[src/hdl/mgs_pkg.sv]
package mgs_pkg;

  ////////////////////////////////////////////////////////////////////////////
  // clock and interval timing
  localparam int unsigned CLK_PERIOD_NS = 10;
  // interval counter grain, 1 ms
  localparam int unsigned TICK_NS = 1000000;
  localparam int unsigned TICK_CYCLES = TICK_NS / CLK_PERIOD_NS;
  // continuous periods in ms for 10, 20, 50, 100, 200 and 1 Hz
  localparam int unsigned RATE_COUNT = 6;
  localparam logic [9:0] PERIOD_MS [RATE_COUNT] = '{10'h064, 10'h032, 10'h014,
                                                    10'h00A, 10'h005, 10'h3E8};

  ////////////////////////////////////////////////////////////////////////////
  // apb register map, byte addresses
  localparam int unsigned ADDR_W = 8;
  localparam int unsigned DATA_W = 32;
  localparam logic [7:0] OFF_FIRST_STATUS = 8'h00;
  localparam logic [7:0] OFF_MODE_CONTROL = 8'h04;
  localparam logic [7:0] OFF_SOFT_RESET = 8'h08;
  localparam logic [7:0] OFF_FIRST_DATA = 8'h0C;
  localparam logic [7:0] OFF_Y_DATA = 8'h10;
  localparam logic [7:0] OFF_LAST_AXIS_DATA = 8'h14;
  localparam logic [7:0] OFF_LAST_DATA = 8'h18;
  localparam logic [7:0] OFF_SECOND_STATUS = 8'h1C;

  ////////////////////////////////////////////////////////////////////////////
  // field positions
  localparam int unsigned DATA_READY_BIT = 0;
  localparam int unsigned DATA_OVERRUN_BIT = 1;
  localparam int unsigned OVERFLOW_BIT = 3;
  localparam int unsigned SOFT_RESET_BIT = 0;
  localparam int unsigned MODE_W = 5;

  ////////////////////////////////////////////////////////////////////////////
  // mode codes
  localparam logic [4:0] MODE_POWER_DOWN = 5'h00;
  localparam logic [4:0] MODE_SINGLE = 5'h01;
  localparam logic [4:0] MODE_CONT_FIRST = 5'h02;
  localparam logic [4:0] MODE_CONT_LAST = 5'h0C;
  localparam logic [4:0] MODE_SELF_TEST = 5'h10;

  ////////////////////////////////////////////////////////////////////////////
  // overflow limit: 4912 uT at 0.15 uT per count, rounded up to counts
  localparam int unsigned RANGE_UT_X100 = 491200;
  localparam int unsigned SENS_UT_X100 = 15;
  localparam logic [17:0] OVERFLOW_COUNTS =
    18'((RANGE_UT_X100 + SENS_UT_X100 - 1) / SENS_UT_X100);

  // synchroniser idle values: no supply rise, supply present, pin high
  localparam logic [2:0] PIN_SYNC_RST = 3'h3;

  ////////////////////////////////////////////////////////////////////////////
  // types
  typedef struct packed {
    logic [15:0] x;
    logic [15:0] y;
    logic [15:0] z;
    logic [7:0] temp;
  } mgs_sample_s;

  typedef enum logic [2:0] {
    SEQ_POWER_DOWN = 3'b001,
    SEQ_MEASURE = 3'b010,
    SEQ_SLEEP = 3'b100
  } mgs_seq_e;

endpackage : mgs_pkg

[src/hdl/mgs_sync.sv]
`timescale 1ns/10ps
module mgs_sync #(
  parameter int unsigned W = 1,
  parameter logic [W-1:0] RST_VAL = '0
) (
  // clock and reset
  input wire logic clk_i,
  input wire logic rst_n_i,
  // asynchronous levels in, synchronised out
  input wire logic [W-1:0] d_i,
  output logic [W-1:0] q_o
);
  typedef struct packed {
    logic [W-1:0] first;
    logic [W-1:0] second;
  } mgs_sync_s;

  mgs_sync_s s;
  mgs_sync_s next_s;

  // two stages, only the second is visible
  always_comb begin
    next_s.first = d_i;
    next_s.second = s.first;
  end

  always_ff @(posedge clk_i) begin
    if (!rst_n_i) begin
      s <= '{first: RST_VAL, second: RST_VAL};
    end else begin
      s <= next_s;
    end
  end

  assign q_o = s.second;

endmodule : mgs_sync

[src/hdl/mgs_interval_timer.sv]
`timescale 1ns/10ps
module mgs_interval_timer #(
  parameter int unsigned TICK_CYCLES = mgs_pkg::TICK_CYCLES
) (
  // clock and reset
  input wire logic clk_i,
  input wire logic rst_n_i,
  // control
  input wire logic restart_i,
  input wire logic run_i,
  input wire logic [2:0] rate_i,
  // one-cycle pulse per elapsed period
  output logic fire_o
);
  import mgs_pkg::*;

  localparam int unsigned TW = $clog2(TICK_CYCLES + 1);

  typedef struct packed {
    logic [TW-1:0] tick;
    logic [9:0] ms;
    logic fire;
  } mgs_tmr_s;

  mgs_tmr_s s;
  mgs_tmr_s next_s;

  // ms prescaler feeding the period counter
  always_comb begin
    next_s = s;
    next_s.fire = 1'b0;
    if (restart_i || !run_i) begin
      next_s.tick = '0;
      next_s.ms = '0;
    end else if (s.tick == TW'(TICK_CYCLES - 1)) begin
      next_s.tick = '0;
      if (s.ms == PERIOD_MS[rate_i] - 10'h001) begin
        next_s.ms = '0;
        next_s.fire = 1'b1;
      end else begin
        next_s.ms = s.ms + 10'h001;
      end
    end else begin
      next_s.tick = s.tick + TW'(1);
    end
  end

  always_ff @(posedge clk_i) begin
    if (!rst_n_i) begin
      s <= '0;
    end else begin
      s <= next_s;
    end
  end

  assign fire_o = s.fire;
endmodule : mgs_interval_timer

[src/hdl/mgs_seq.sv]
// Behaviour
// - reset on core supply rise, interface supply loss, pin low or soft reset
// - interface supply absent holds the device in reset
// - after any reset all registers clear and mode is power-down
// - in power-down registers stay accessible and keep their contents
// - single mode measures once, stores, returns to power-down, sets data ready
// - data or second status read clears data ready; leaving power-down does not
// - data ready pin always equals the data ready flag
// - data registers keep the previous result while measuring
// - continuous codes measure at 10, 20, 50, 100, 200, 1 Hz until stopped
// - between measurements only the interval counter runs, then wakes
// - rewriting a continuous code restarts measuring, keeps status and data
// - continuous data ready rises on entering the sleep after a measurement
// - data read starts a read; data or second status read clears ready and overrun
// - stored data frozen from read start until second status is read
// - unread result at next completion keeps ready and sets overrun
// - unfinished read at next completion drops new result, sets overrun
// - overrun clears at the next read start
// - overflow set when axis magnitude sum reaches 4912 uT, per update
// - self-test code measures internal field, then behaves as single mode
//
// The register addresses and register access over APB are this design's own decisions.
`timescale 1ns/10ps
module mgs_seq #(
  parameter int unsigned TICK_CYCLES = mgs_pkg::TICK_CYCLES
) (
  // clock and reset
  input wire logic clk_i,
  input wire logic rst_n_i,
  // apb slave
  input wire logic psel_i,
  input wire logic penable_i,
  input wire logic pwrite_i,
  input wire logic [mgs_pkg::ADDR_W-1:0] paddr_i,
  input wire logic [mgs_pkg::DATA_W-1:0] pwdata_i,
  output logic [mgs_pkg::DATA_W-1:0] prdata_o,
  output logic pready_o,
  output logic pslverr_o,
  // reset sources, asynchronous pins
  input wire logic core_supply_rise_i,
  input wire logic vid_ok_i,
  input wire logic reset_pin_n_i,
  // measurement front end
  output logic meas_req_o,
  output logic self_test_o,
  input wire logic meas_done_i,
  input wire mgs_pkg::mgs_sample_s meas_data_i,
  // status pins
  output logic data_ready_pin_o,
  output logic sleep_o
);
  import mgs_pkg::*;

  ////////////////////////////////////////////////////////////////////////////
  // state

  typedef struct packed {
    mgs_seq_e seq;
    logic [MODE_W-1:0] mode;
    logic cont;
    logic [2:0] rate;
    logic data_ready_flag;
    logic data_overrun_flag;
    logic sensor_overflow_flag;
    logic reading;
    logic soft_reset_bit;
    logic restart;
    mgs_sample_s data;
    logic [DATA_W-1:0] prdata;
    logic pready;
    logic pslverr;
    logic meas_req;
    logic self_test;
    logic sleep;
  } mgs_core_s;

  localparam mgs_core_s CORE_RST = '{seq: SEQ_POWER_DOWN, default: '0};

  mgs_core_s s;
  mgs_core_s next_s;

  logic [2:0] pins_s;
  logic dev_rst;
  logic fire;
  logic acc;
  logic wr_acc;
  logic rd_acc;
  logic data_rd;
  logic status2_rd;
  logic mode_wr;
  logic code_cont;
  logic stop_wr;
  logic [4:0] wcode;
  logic [17:0] mag_sum;
  logic [DATA_W-1:0] rdata;
  logic rerr;
  logic [DATA_W-1:0] bus_prdata;
  logic bus_pready;
  logic bus_pslverr;

  ////////////////////////////////////////////////////////////////////////////
  // reset sources

  // pins cross into the clock domain before use
  mgs_sync #(
    .W(3),
    .RST_VAL(PIN_SYNC_RST)
  ) u_pin_sync (
    .clk_i(clk_i),
    .rst_n_i(rst_n_i),
    .d_i({core_supply_rise_i, vid_ok_i, reset_pin_n_i}),
    .q_o(pins_s)
  );

  // pin causes hold the device in reset while present; the soft reset bit clears itself after one cycle
  assign dev_rst = pins_s[2] | !pins_s[1] | !pins_s[0] | s.soft_reset_bit;

  ////////////////////////////////////////////////////////////////////////////
  // interval counter

  // runs only while in a continuous mode
  mgs_interval_timer #(
    .TICK_CYCLES(TICK_CYCLES)
  ) u_timer (
    .clk_i(clk_i),
    .rst_n_i(rst_n_i),
    .restart_i(s.restart),
    .run_i(s.cont && (s.seq != SEQ_POWER_DOWN)),
    .rate_i(s.rate),
    .fire_o(fire)
  );

  ////////////////////////////////////////////////////////////////////////////
  // bus decode

  // effects land on the edge that completes the access
  assign acc = psel_i & penable_i & s.pready;
  assign wr_acc = acc & pwrite_i;
  assign rd_acc = acc & !pwrite_i;
  assign data_rd = rd_acc && ((paddr_i == OFF_FIRST_DATA) || (paddr_i == OFF_Y_DATA) ||
                   (paddr_i == OFF_LAST_AXIS_DATA) || (paddr_i == OFF_LAST_DATA));
  assign status2_rd = rd_acc && (paddr_i == OFF_SECOND_STATUS);
  assign mode_wr = wr_acc && (paddr_i == OFF_MODE_CONTROL);
  assign wcode = pwdata_i[MODE_W-1:0];
  assign code_cont = (wcode >= MODE_CONT_FIRST) && (wcode <= MODE_CONT_LAST) && !wcode[0];
  assign stop_wr = mode_wr && (wcode == MODE_POWER_DOWN);

  // read data mux, unmapped addresses answer with an error
  always_comb begin
    rdata = '0;
    rerr = 1'b0;
    unique case (paddr_i)
      OFF_FIRST_STATUS: begin
        rdata[DATA_READY_BIT] = s.data_ready_flag;
        rdata[DATA_OVERRUN_BIT] = s.data_overrun_flag;
      end
      OFF_MODE_CONTROL: rdata[MODE_W-1:0] = s.mode;
      OFF_SOFT_RESET: rdata = '0;
      OFF_FIRST_DATA: rdata[15:0] = s.data.x;
      OFF_Y_DATA: rdata[15:0] = s.data.y;
      OFF_LAST_AXIS_DATA: rdata[15:0] = s.data.z;
      OFF_LAST_DATA: rdata[7:0] = s.data.temp;
      OFF_SECOND_STATUS: rdata[OVERFLOW_BIT] = s.sensor_overflow_flag;
      default: rerr = 1'b1;
    endcase
  end

  ////////////////////////////////////////////////////////////////////////////
  // overflow magnitude

  function automatic logic [16:0] mgs_abs(input logic [15:0] v);
    logic [16:0] w;
    w = {v[15], v};
    return v[15] ? (17'h00000 - w) : w;
  endfunction : mgs_abs

  // sum of axis magnitudes of the incoming sample
  assign mag_sum = 18'(mgs_abs(meas_data_i.x)) + 18'(mgs_abs(meas_data_i.y)) +
                   18'(mgs_abs(meas_data_i.z));

  ////////////////////////////////////////////////////////////////////////////
  // next state

  always_comb begin
    next_s = s;
    next_s.restart = 1'b0;
    bus_prdata = '0;
    bus_pready = 1'b0;
    bus_pslverr = 1'b0;
    // two-cycle apb answer, read data latched with ready
    next_s.pready = psel_i & penable_i & !s.pready;
    if (next_s.pready) begin
      next_s.prdata = rdata;
      next_s.pslverr = rerr;
    end
    // read start clears flags, second status ends protection
    if (data_rd || status2_rd) begin
      next_s.data_ready_flag = 1'b0;
      next_s.data_overrun_flag = 1'b0;
      next_s.reading = data_rd;
    end
    if (wr_acc && (paddr_i == OFF_SOFT_RESET) && pwdata_i[SOFT_RESET_BIT]) begin
      next_s.soft_reset_bit = 1'b1;
    end
    // sequencer
    unique case (s.seq)
      SEQ_POWER_DOWN: begin
        if (mode_wr && ((wcode == MODE_SINGLE) || (wcode == MODE_SELF_TEST))) begin
          next_s.seq = SEQ_MEASURE;
          next_s.mode = wcode;
          next_s.cont = 1'b0;
          next_s.self_test = (wcode == MODE_SELF_TEST);
        end else if (mode_wr && code_cont) begin
          next_s.seq = SEQ_MEASURE;
          next_s.mode = wcode;
          next_s.cont = 1'b1;
          next_s.rate = 3'(wcode[4:1] - 4'h1);
          next_s.restart = 1'b1;
          next_s.self_test = 1'b0;
        end
      end
      SEQ_MEASURE: begin
        if (stop_wr) begin
          next_s.seq = SEQ_POWER_DOWN;
          next_s.mode = MODE_POWER_DOWN;
          next_s.cont = 1'b0;
        end else if (mode_wr && code_cont && s.cont) begin
          next_s.mode = wcode;
          next_s.rate = 3'(wcode[4:1] - 4'h1);
          next_s.restart = 1'b1;
        end else if (meas_done_i) begin
          // apart from device reset, data is only touched when a result arrives
          if (next_s.reading) begin
            next_s.data_overrun_flag = 1'b1;
          end else begin
            if (next_s.data_ready_flag) begin
              next_s.data_overrun_flag = 1'b1;
            end
            next_s.data = meas_data_i;
            next_s.sensor_overflow_flag = (mag_sum >= OVERFLOW_COUNTS);
            next_s.data_ready_flag = 1'b1;
          end
          if (s.cont) begin
            next_s.seq = SEQ_SLEEP;
          end else begin
            next_s.seq = SEQ_POWER_DOWN;
            next_s.mode = MODE_POWER_DOWN;
            next_s.self_test = 1'b0;
          end
        end
      end
      SEQ_SLEEP: begin
        if (stop_wr) begin
          next_s.seq = SEQ_POWER_DOWN;
          next_s.mode = MODE_POWER_DOWN;
          next_s.cont = 1'b0;
        end else if (mode_wr && code_cont) begin
          next_s.seq = SEQ_MEASURE;
          next_s.mode = wcode;
          next_s.rate = 3'(wcode[4:1] - 4'h1);
          next_s.restart = 1'b1;
        end else if (fire) begin
          next_s.seq = SEQ_MEASURE;
        end
      end
    endcase
    // request drops one cycle on restart so the front end starts anew
    next_s.meas_req = (next_s.seq == SEQ_MEASURE) && !next_s.restart;
    next_s.sleep = (next_s.seq == SEQ_SLEEP);
    // device reset spares the bus answer so the master is not hung
    if (dev_rst) begin
      bus_prdata = next_s.prdata;
      bus_pready = next_s.pready;
      bus_pslverr = next_s.pslverr;
      next_s = CORE_RST;
      next_s.prdata = bus_prdata;
      next_s.pready = bus_pready;
      next_s.pslverr = bus_pslverr;
    end
  end

  always_ff @(posedge clk_i) begin
    if (!rst_n_i) begin
      s <= CORE_RST;
    end else begin
      s <= next_s;
    end
  end

  ////////////////////////////////////////////////////////////////////////////
  // outputs

  assign prdata_o = s.prdata;
  assign pready_o = s.pready;
  assign pslverr_o = s.pslverr;
  assign meas_req_o = s.meas_req;
  assign self_test_o = s.self_test;
  assign data_ready_pin_o = s.data_ready_flag;
  assign sleep_o = s.sleep;
endmodule : mgs_seq

[config.mk]
export PLATFORM = sky130hd
export DESIGN_NAME = mgs_seq
export DESIGN_NICKNAME = d
export VERILOG_FILES = /design/src/hdl/mgs_pkg.sv /design/src/hdl/mgs_sync.sv /design/src/hdl/mgs_interval_timer.sv /design/src/hdl/mgs_seq.sv
export SDC_FILE = /design/constraint.sdc
export NUM_CORES = 1
export LEC_CHECK = 0
export ABC_AREA = 1
export BUFFER_PORTS_ARGS = -buffer_cell sky130_fd_sc_hd__buf_4
export CAP_MARGIN = 0
export CORE_ASPECT_RATIO = 1.4
export CORE_MARGIN = 3
export CORE_UTILIZATION = 35
export DETAILED_ROUTE_END_ITERATION = 10
export GPL_TIMING_DRIVEN = 0
export SLEW_MARGIN = 20
export SYNTH_ARGS = -nofsm -noshare
export SYNTH_HDL_FRONTEND = slang
export SYNTH_HIERARCHICAL = 1
export SYNTH_SLANG_ARGS = --single-unit
[constraint.sdc]
create_clock -name clk_i -period 4.8 [get_ports clk_i]
set_input_delay 0.24 -clock clk_i [delete_from_list [all_inputs] [get_ports clk_i]]
set_output_delay 0.24 -clock clk_i [all_outputs]
set_load 0.01 [all_outputs]
-- After elaboration in Yosys (flattened, before gate mapping)
Memories as Yosys holds them, arrays and structs flattened.
Cells that the tools add are included.
- input port bits: 105
- bits in read-only memories: 80
- logic and storage cells: 181
- memories: 1
- bits in registers: 145
- equal/unequal tests: 30
- reductions and logical operators: 38
- add/sub/neg operators: 9
- bitwise gates (word level): 14
- magnitude comparators: 4
- muxes and demuxes: 60
- memory list (name ; words ; bits a word ; rd ports ; clocked after memory_dff ; wr ports ; RTL line ; RTL):
    (no name shown) ; 8 ; 10 ; 1 ; 0 ; 0 ; mgs_interval_timer.sv:37 ; if (s.ms == PERIOD_MS[rate_i] - 10'h001) begin
- operator list (operator ; number):
    two-way mux 56 bit ; 3
    two-way mux 57 bit ; 1
    two-way mux 17 bit ; 3
    subtractor 1 x 16 -> 17 bit, first input constant ; 3
    one-hot mux 12 bit (3 select lines) ; 1
    two-way mux 3 bit ; 11
    equality test 8 x 5 -> 1 bit, second input constant ; 4
    two-way mux 32 bit ; 1
    two-way mux 10 bit ; 3
    two-way mux 8 bit ; 3
    one-hot mux 8 bit (3 select lines) ; 1
    two-way mux 1 bit ; 19
    adder 17 x 17 -> 18 bit ; 1
    adder 18 x 17 -> 18 bit ; 1
    greater-or-equal comparator 18 x 15 -> 1 bit, second input constant ; 1
    inequality test 2 bit, second input constant ; 9
    adder 17 x 1 -> 17 bit, second input constant ; 1
    equality test 17 bit, second input constant ; 1
    equality test 8 x 4 -> 1 bit, second input constant ; 2
    two-way mux 5 bit ; 3
    logical AND 1 bit ; 13
    two-way mux 12 bit ; 1
    one-hot mux 2 bit (6 select lines) ; 1
    one-hot mux 3 bit (4 select lines) ; 1
    other kinds (38) ; 67

-- Logic depth before layout (Yosys ltp)
- depth in word-level cells: 15
- gate-level depth with buffers: 26
- gate-level depth less buffers: 26

-- By module
The synthesis kept the hierarchy.
- by module, submodules not included (module ; cells each ; instances ; area an instance (sq um) ; seq. area each (sq um)):
    mgs_seq ; 1084 ; 1 ; 7005.5 ; 1901.8
    mgs_interval_timer ; 282 ; 1 ; 1854.3 ; 560.5
    mgs_sync ; 18 ; 1 ; 165.2 ; 120.1

-- Worst setup path after synthesis
Ideal clock, no wire load.
- kind: input to register
- start: in meas_data_i[41] in the netlist's numbering
- end: reg s[96] in the netlist's numbering
- cell stages on the path: 24
- setup time: 0.119 ns
- arrival time: 3.132 ns
- data required time: 4.681 ns
- slack: 1.548 ns
- cells stage by stage: inv_1 ha_1 inv_1 nor3_1 nand3_1 nor3_1 a41oi_1 xor2_1 inv_1 fa_1 inv_1 ha_1 nand2_1 inv_1 nand2_1 nand2_1 a21oi_1 nand2_1 nand2_1 nand2_1 nor2_1 nand2_1 nor2_1 a21oi_1
- longest elaborated chain between the ends: 5
- ends and longest elaborated chain (element ; RTL line ; RTL):
    start, declared ; mgs_seq.sv:47 ; input wire mgs_pkg::mgs_sample_s meas_data_i,
    subtractor 1 x 16 -> 17 bit ; mgs_seq.sv:174 ; return v[15] ? (17'h00000 - w) : w;
    two-way mux 17 bit (*) ; mgs_seq.sv:174 ;
    adder 17 x 17 -> 18 bit (*) ; mgs_seq.sv:178 ; assign mag_sum = 18'(mgs_abs(meas_data_i.x)) + 18'(mgs_abs(meas_data_i.y)) +
    adder 18 x 17 -> 18 bit (*) ; mgs_seq.sv:178 ;
    greater-or-equal comparator 18 x 15 -> 1 bit (*) ; mgs_seq.sv:240 ; next_s.sensor_overflow_flag = (mag_sum >= OVERFLOW_COUNTS);
    end signal, assigned ; mgs_seq.sv:286 ; s <= next_s;
    end, declared ; mgs_seq.sv:79 ; mgs_core_s s;
Mark *: on every way between the ends. The rest lies on a longest branch, timed or not.
A chain may end at the register's enable or synchronous reset.

-- Worst setup path in the final report
- start: in meas_data_i[40] in the netlist's numbering
- end: reg s[96] in the netlist's numbering
Same word-level chain as after synthesis.

==> flow_metrics.tcl <==
set metrics [dict create \
    max_freq_ghz 0.265 \
    setup_slack_ns 1.02 \
    vias_per_cell 4.86 \
    routed_wirelength_um 27000 \
    drcViolationCount 0 \
    hp-class "in -> reg" \
    antenna_found_initial 0 \
    die_w_um 142 \
    design_area_um2 10800 \
    fillers 2672 \
    grt_usage_pct 19.8 \
    grt_max_degree 17 \
    synthCells 1384 \
    finalNonFillerCells 1850 \
    drive_above_1_share_pct 14.6 \
    coreArea_um2 25000 \
    synth.distinct_cells 48 \
    wire_per_inst_um 14.6 \
    place_congestion 0.939 \
    dp_slack_ns 0.581 \
    fin_skew_ns 0.00914 \
    dp_hpwl_um 22300 \
    cts_tree "done" \
    synthToLayoutAreaGrowth_pct 20.1 \
    yosysSeqAreaShare_pct 28.6 \
    netlist_area_um2 9020 \
    final_cell_mix "298 x nand2_1, 208 x inv_1, 199 x nor2_1, 135 x buf_4, 129 x dfxtp_1" \
    nNetsFinal 1674 \
    cts.sinks 129 \
    cp.required_ns 5.11 \
    p_leak_nw 5.28 \
    cts_buffer_depth 2 \
    clock-root-buffer "clkbuf_16" \
    avgSynthCellArea_um2 6.52 \
    period_share_pct 78.7 \
    end_kind "flip-flop" \
    worstSetupPathType "in -> reg" \
    initial_core_util_pct 36.1 \
    dp.cells 1815 \
    clk-insertion-delay-late_ns 0.42 \
    finalSetupTns_ns 0 \
    detail-route-antenna-nets 0 \
    slew_violations 0 \
    grt_pass1_vias 9076 \
    relSlewSlack_pct 60.1 \
    fin_crit_ns 3.78 \
    num_rows 68 \
    worst_ep_arrival_time_ns 4.09 \
    cp_max_fo 5 \
    tightest_slew_ns 0.599 \
    vias 8994 \
    first_iter_violations 477 \
    first_pass_iters 5 \
    numPortBuffers 99 \
    setup_viol_count_final 0 \
    final_util_pct 43.3 \
    rsz0062_at_grt "false" \
    cts_setup_buffers 0 \
    start_kind "primary input" \
    power_density_nw_per_um2 299 \
    gr-total-overflow 0 \
    ir_drop_uv 204 \
    die_y_um 196 \
    ios 143 \
    hold_viol_final 0 \
    antennaDiodeCount 0 \
    numCtsBuffers 17 \
    fp.dieArea_um2 27800 \
    grt_pass1_wl_um 44200 \
    outcome "finished, final reports clean" \
    synth_seq_cells 129 \
    maxCapViolCount 0 \
    clk_pin_slew_ns 0.06 \
    synth_warnings 6 \
    htree_levels 4 \
    layout_commonest_cell "nand2_1" \
    placed_cell_area_um2 10200 \
]
==> layer usage <==
metal / wire length, um / vias to the layer above / global-route usage, %
li1: - / 4609 / -
met5: 0 / - / 0
met1: 10700 / 4114 / 21.7
met2: 14400 / 221 / 37.7
met3: 1040 / 50 / 2.63
met4: 778 / 0 / 7.68
==> synth_stat cells, drive strengths merged <==
library cell / n / share of area (%)
a32o: 1 / 0.11
nor3b: 1 / 0.083
a31oi: 6 / 0.42
dfxtp: 129 / 29
clkinv: 1 / 0.042
xor2: 42 / 4.1
a41oi: 2 / 0.19
nand2: 308 / 13
nor4: 3 / 0.21
o21bai: 2 / 0.17
nor4b: 1 / 0.097
a211oi: 3 / 0.25
buf: 49 / 4.0
clkbuf: 14 / 0.58
nand4: 20 / 1.4
o211ai: 1 / 0.083
a21oi: 88 / 4.9
or2: 4 / 0.28
o31ai: 2 / 0.17
ha: 29 / 4.0
nor2: 214 / 9.8
conb: 2 / 0.083
nand3b: 10 / 0.83
xnor2: 12 / 1.2
nor3: 34 / 2.1
a22oi: 1 / 0.083
and3: 1 / 0.069
a221oi: 2 / 0.19
and2: 1 / 0.069
inv: 214 / 8.9
o21ai: 97 / 5.5
fa: 18 / 4.0
a31o: 1 / 0.097
nand3: 71 / 4.3
==> area by class of cell <==
cell class	instances	area (um^2)	area share, %
multi-input combinational	994	5290	48.7
timing repair buffer	102	773	7.13
buffer	63	412	3.80
clock buffer	17	425	3.92
sequential	129	2580	23.8
inverter	215	810	7.47
clock inverter	15	160	1.48
tap	315	394	3.64
==> report_power, final <==
part / switching [mW] / internal [mW] / total, mW
combinational: 0.545 / 0.327 / 0.873
sequential: 0.00262 / 1.08 / 1.08
clock: 0.516 / 0.769 / 1.29
==> metrics by stage <==
step           hold slack, ns  power, mW
2_1_floorplan           0.309       1.71
3_3_place_gp            0.385       1.96
3_5_place_dp            0.400       1.97
4_1_cts                0.0415       3.26
5_1_grt                0.0603       3.44
6_report               0.0590       3.24
==> critical path: stages <==
cell and delay, ns:
buf_4 0.12, inv_1 0.10, ha_1 0.16, inv_1 0.05
nor3_1 0.23, nand3_1 0.17, nor3_1 0.44, a41oi_1 0.26
xor2_1 0.21, inv_1 0.08, fa_1 0.54, inv_1 0.05
ha_1 0.36, nand2_1 0.15, inv_1 0.05, nand2_1 0.06
nand2_1 0.06, a21oi_1 0.16, nand2_1 0.07, nand2_1 0.06
nand2_1 0.04, nor2_1 0.16, nand2_1 0.07, nor2_1 0.11
a21oi_1 0.07
==> path summary, 6_finish.rpt <==
path,startpoint,to,slack (ns),cells past startpoint
worst max register to register,s[99],u_timer/s[7],2.70,12
worst min register to register,u_pin_sync/next_s[0],u_pin_sync/q_o[0],0.41,2
worst min-delay path,meas_data_i[1],s[38],0.06,3
worst max-delay path,meas_data_i[40],s[96],1.02,25
==> flip-flops by register name, indices dropped and copies added, names as in the netlist <==
register	flops
s	73
u_timer/s	27
prdata_o	16
u_pin_sync/next_s	3
u_pin_sync/q_o	3
data_ready_pin_o	1
meas_req_o	1
pready_o	1
pslverr_o	1
self_test_o	1
sleep_o	1
u_timer/fire_o	1
==> what timing repair did <==
| item | CTS | global route |
|---|---|---|
| endpoints found under the hold margin | 3 | 0 |
| hold buffers | 3 | 0 |
| gates resized for setup | 0 | 0 |
==> kinds of logic after synthesis <==
family | Yosys count | synth area share, %
AND/OR/NAND/NOR | 668 | 32.4
buffers and inverters | 278 | 13.5
AO/OA/AOI/OAI | 206 | 12.1
flip-flops | 129 | 28.6
XOR/XNOR | 54 | 5.24
adder cells (fa/ha/maj) | 47 | 8.01
other | 2 | 0.0832
Note: power is estimated with default switching activity, not from simulation.
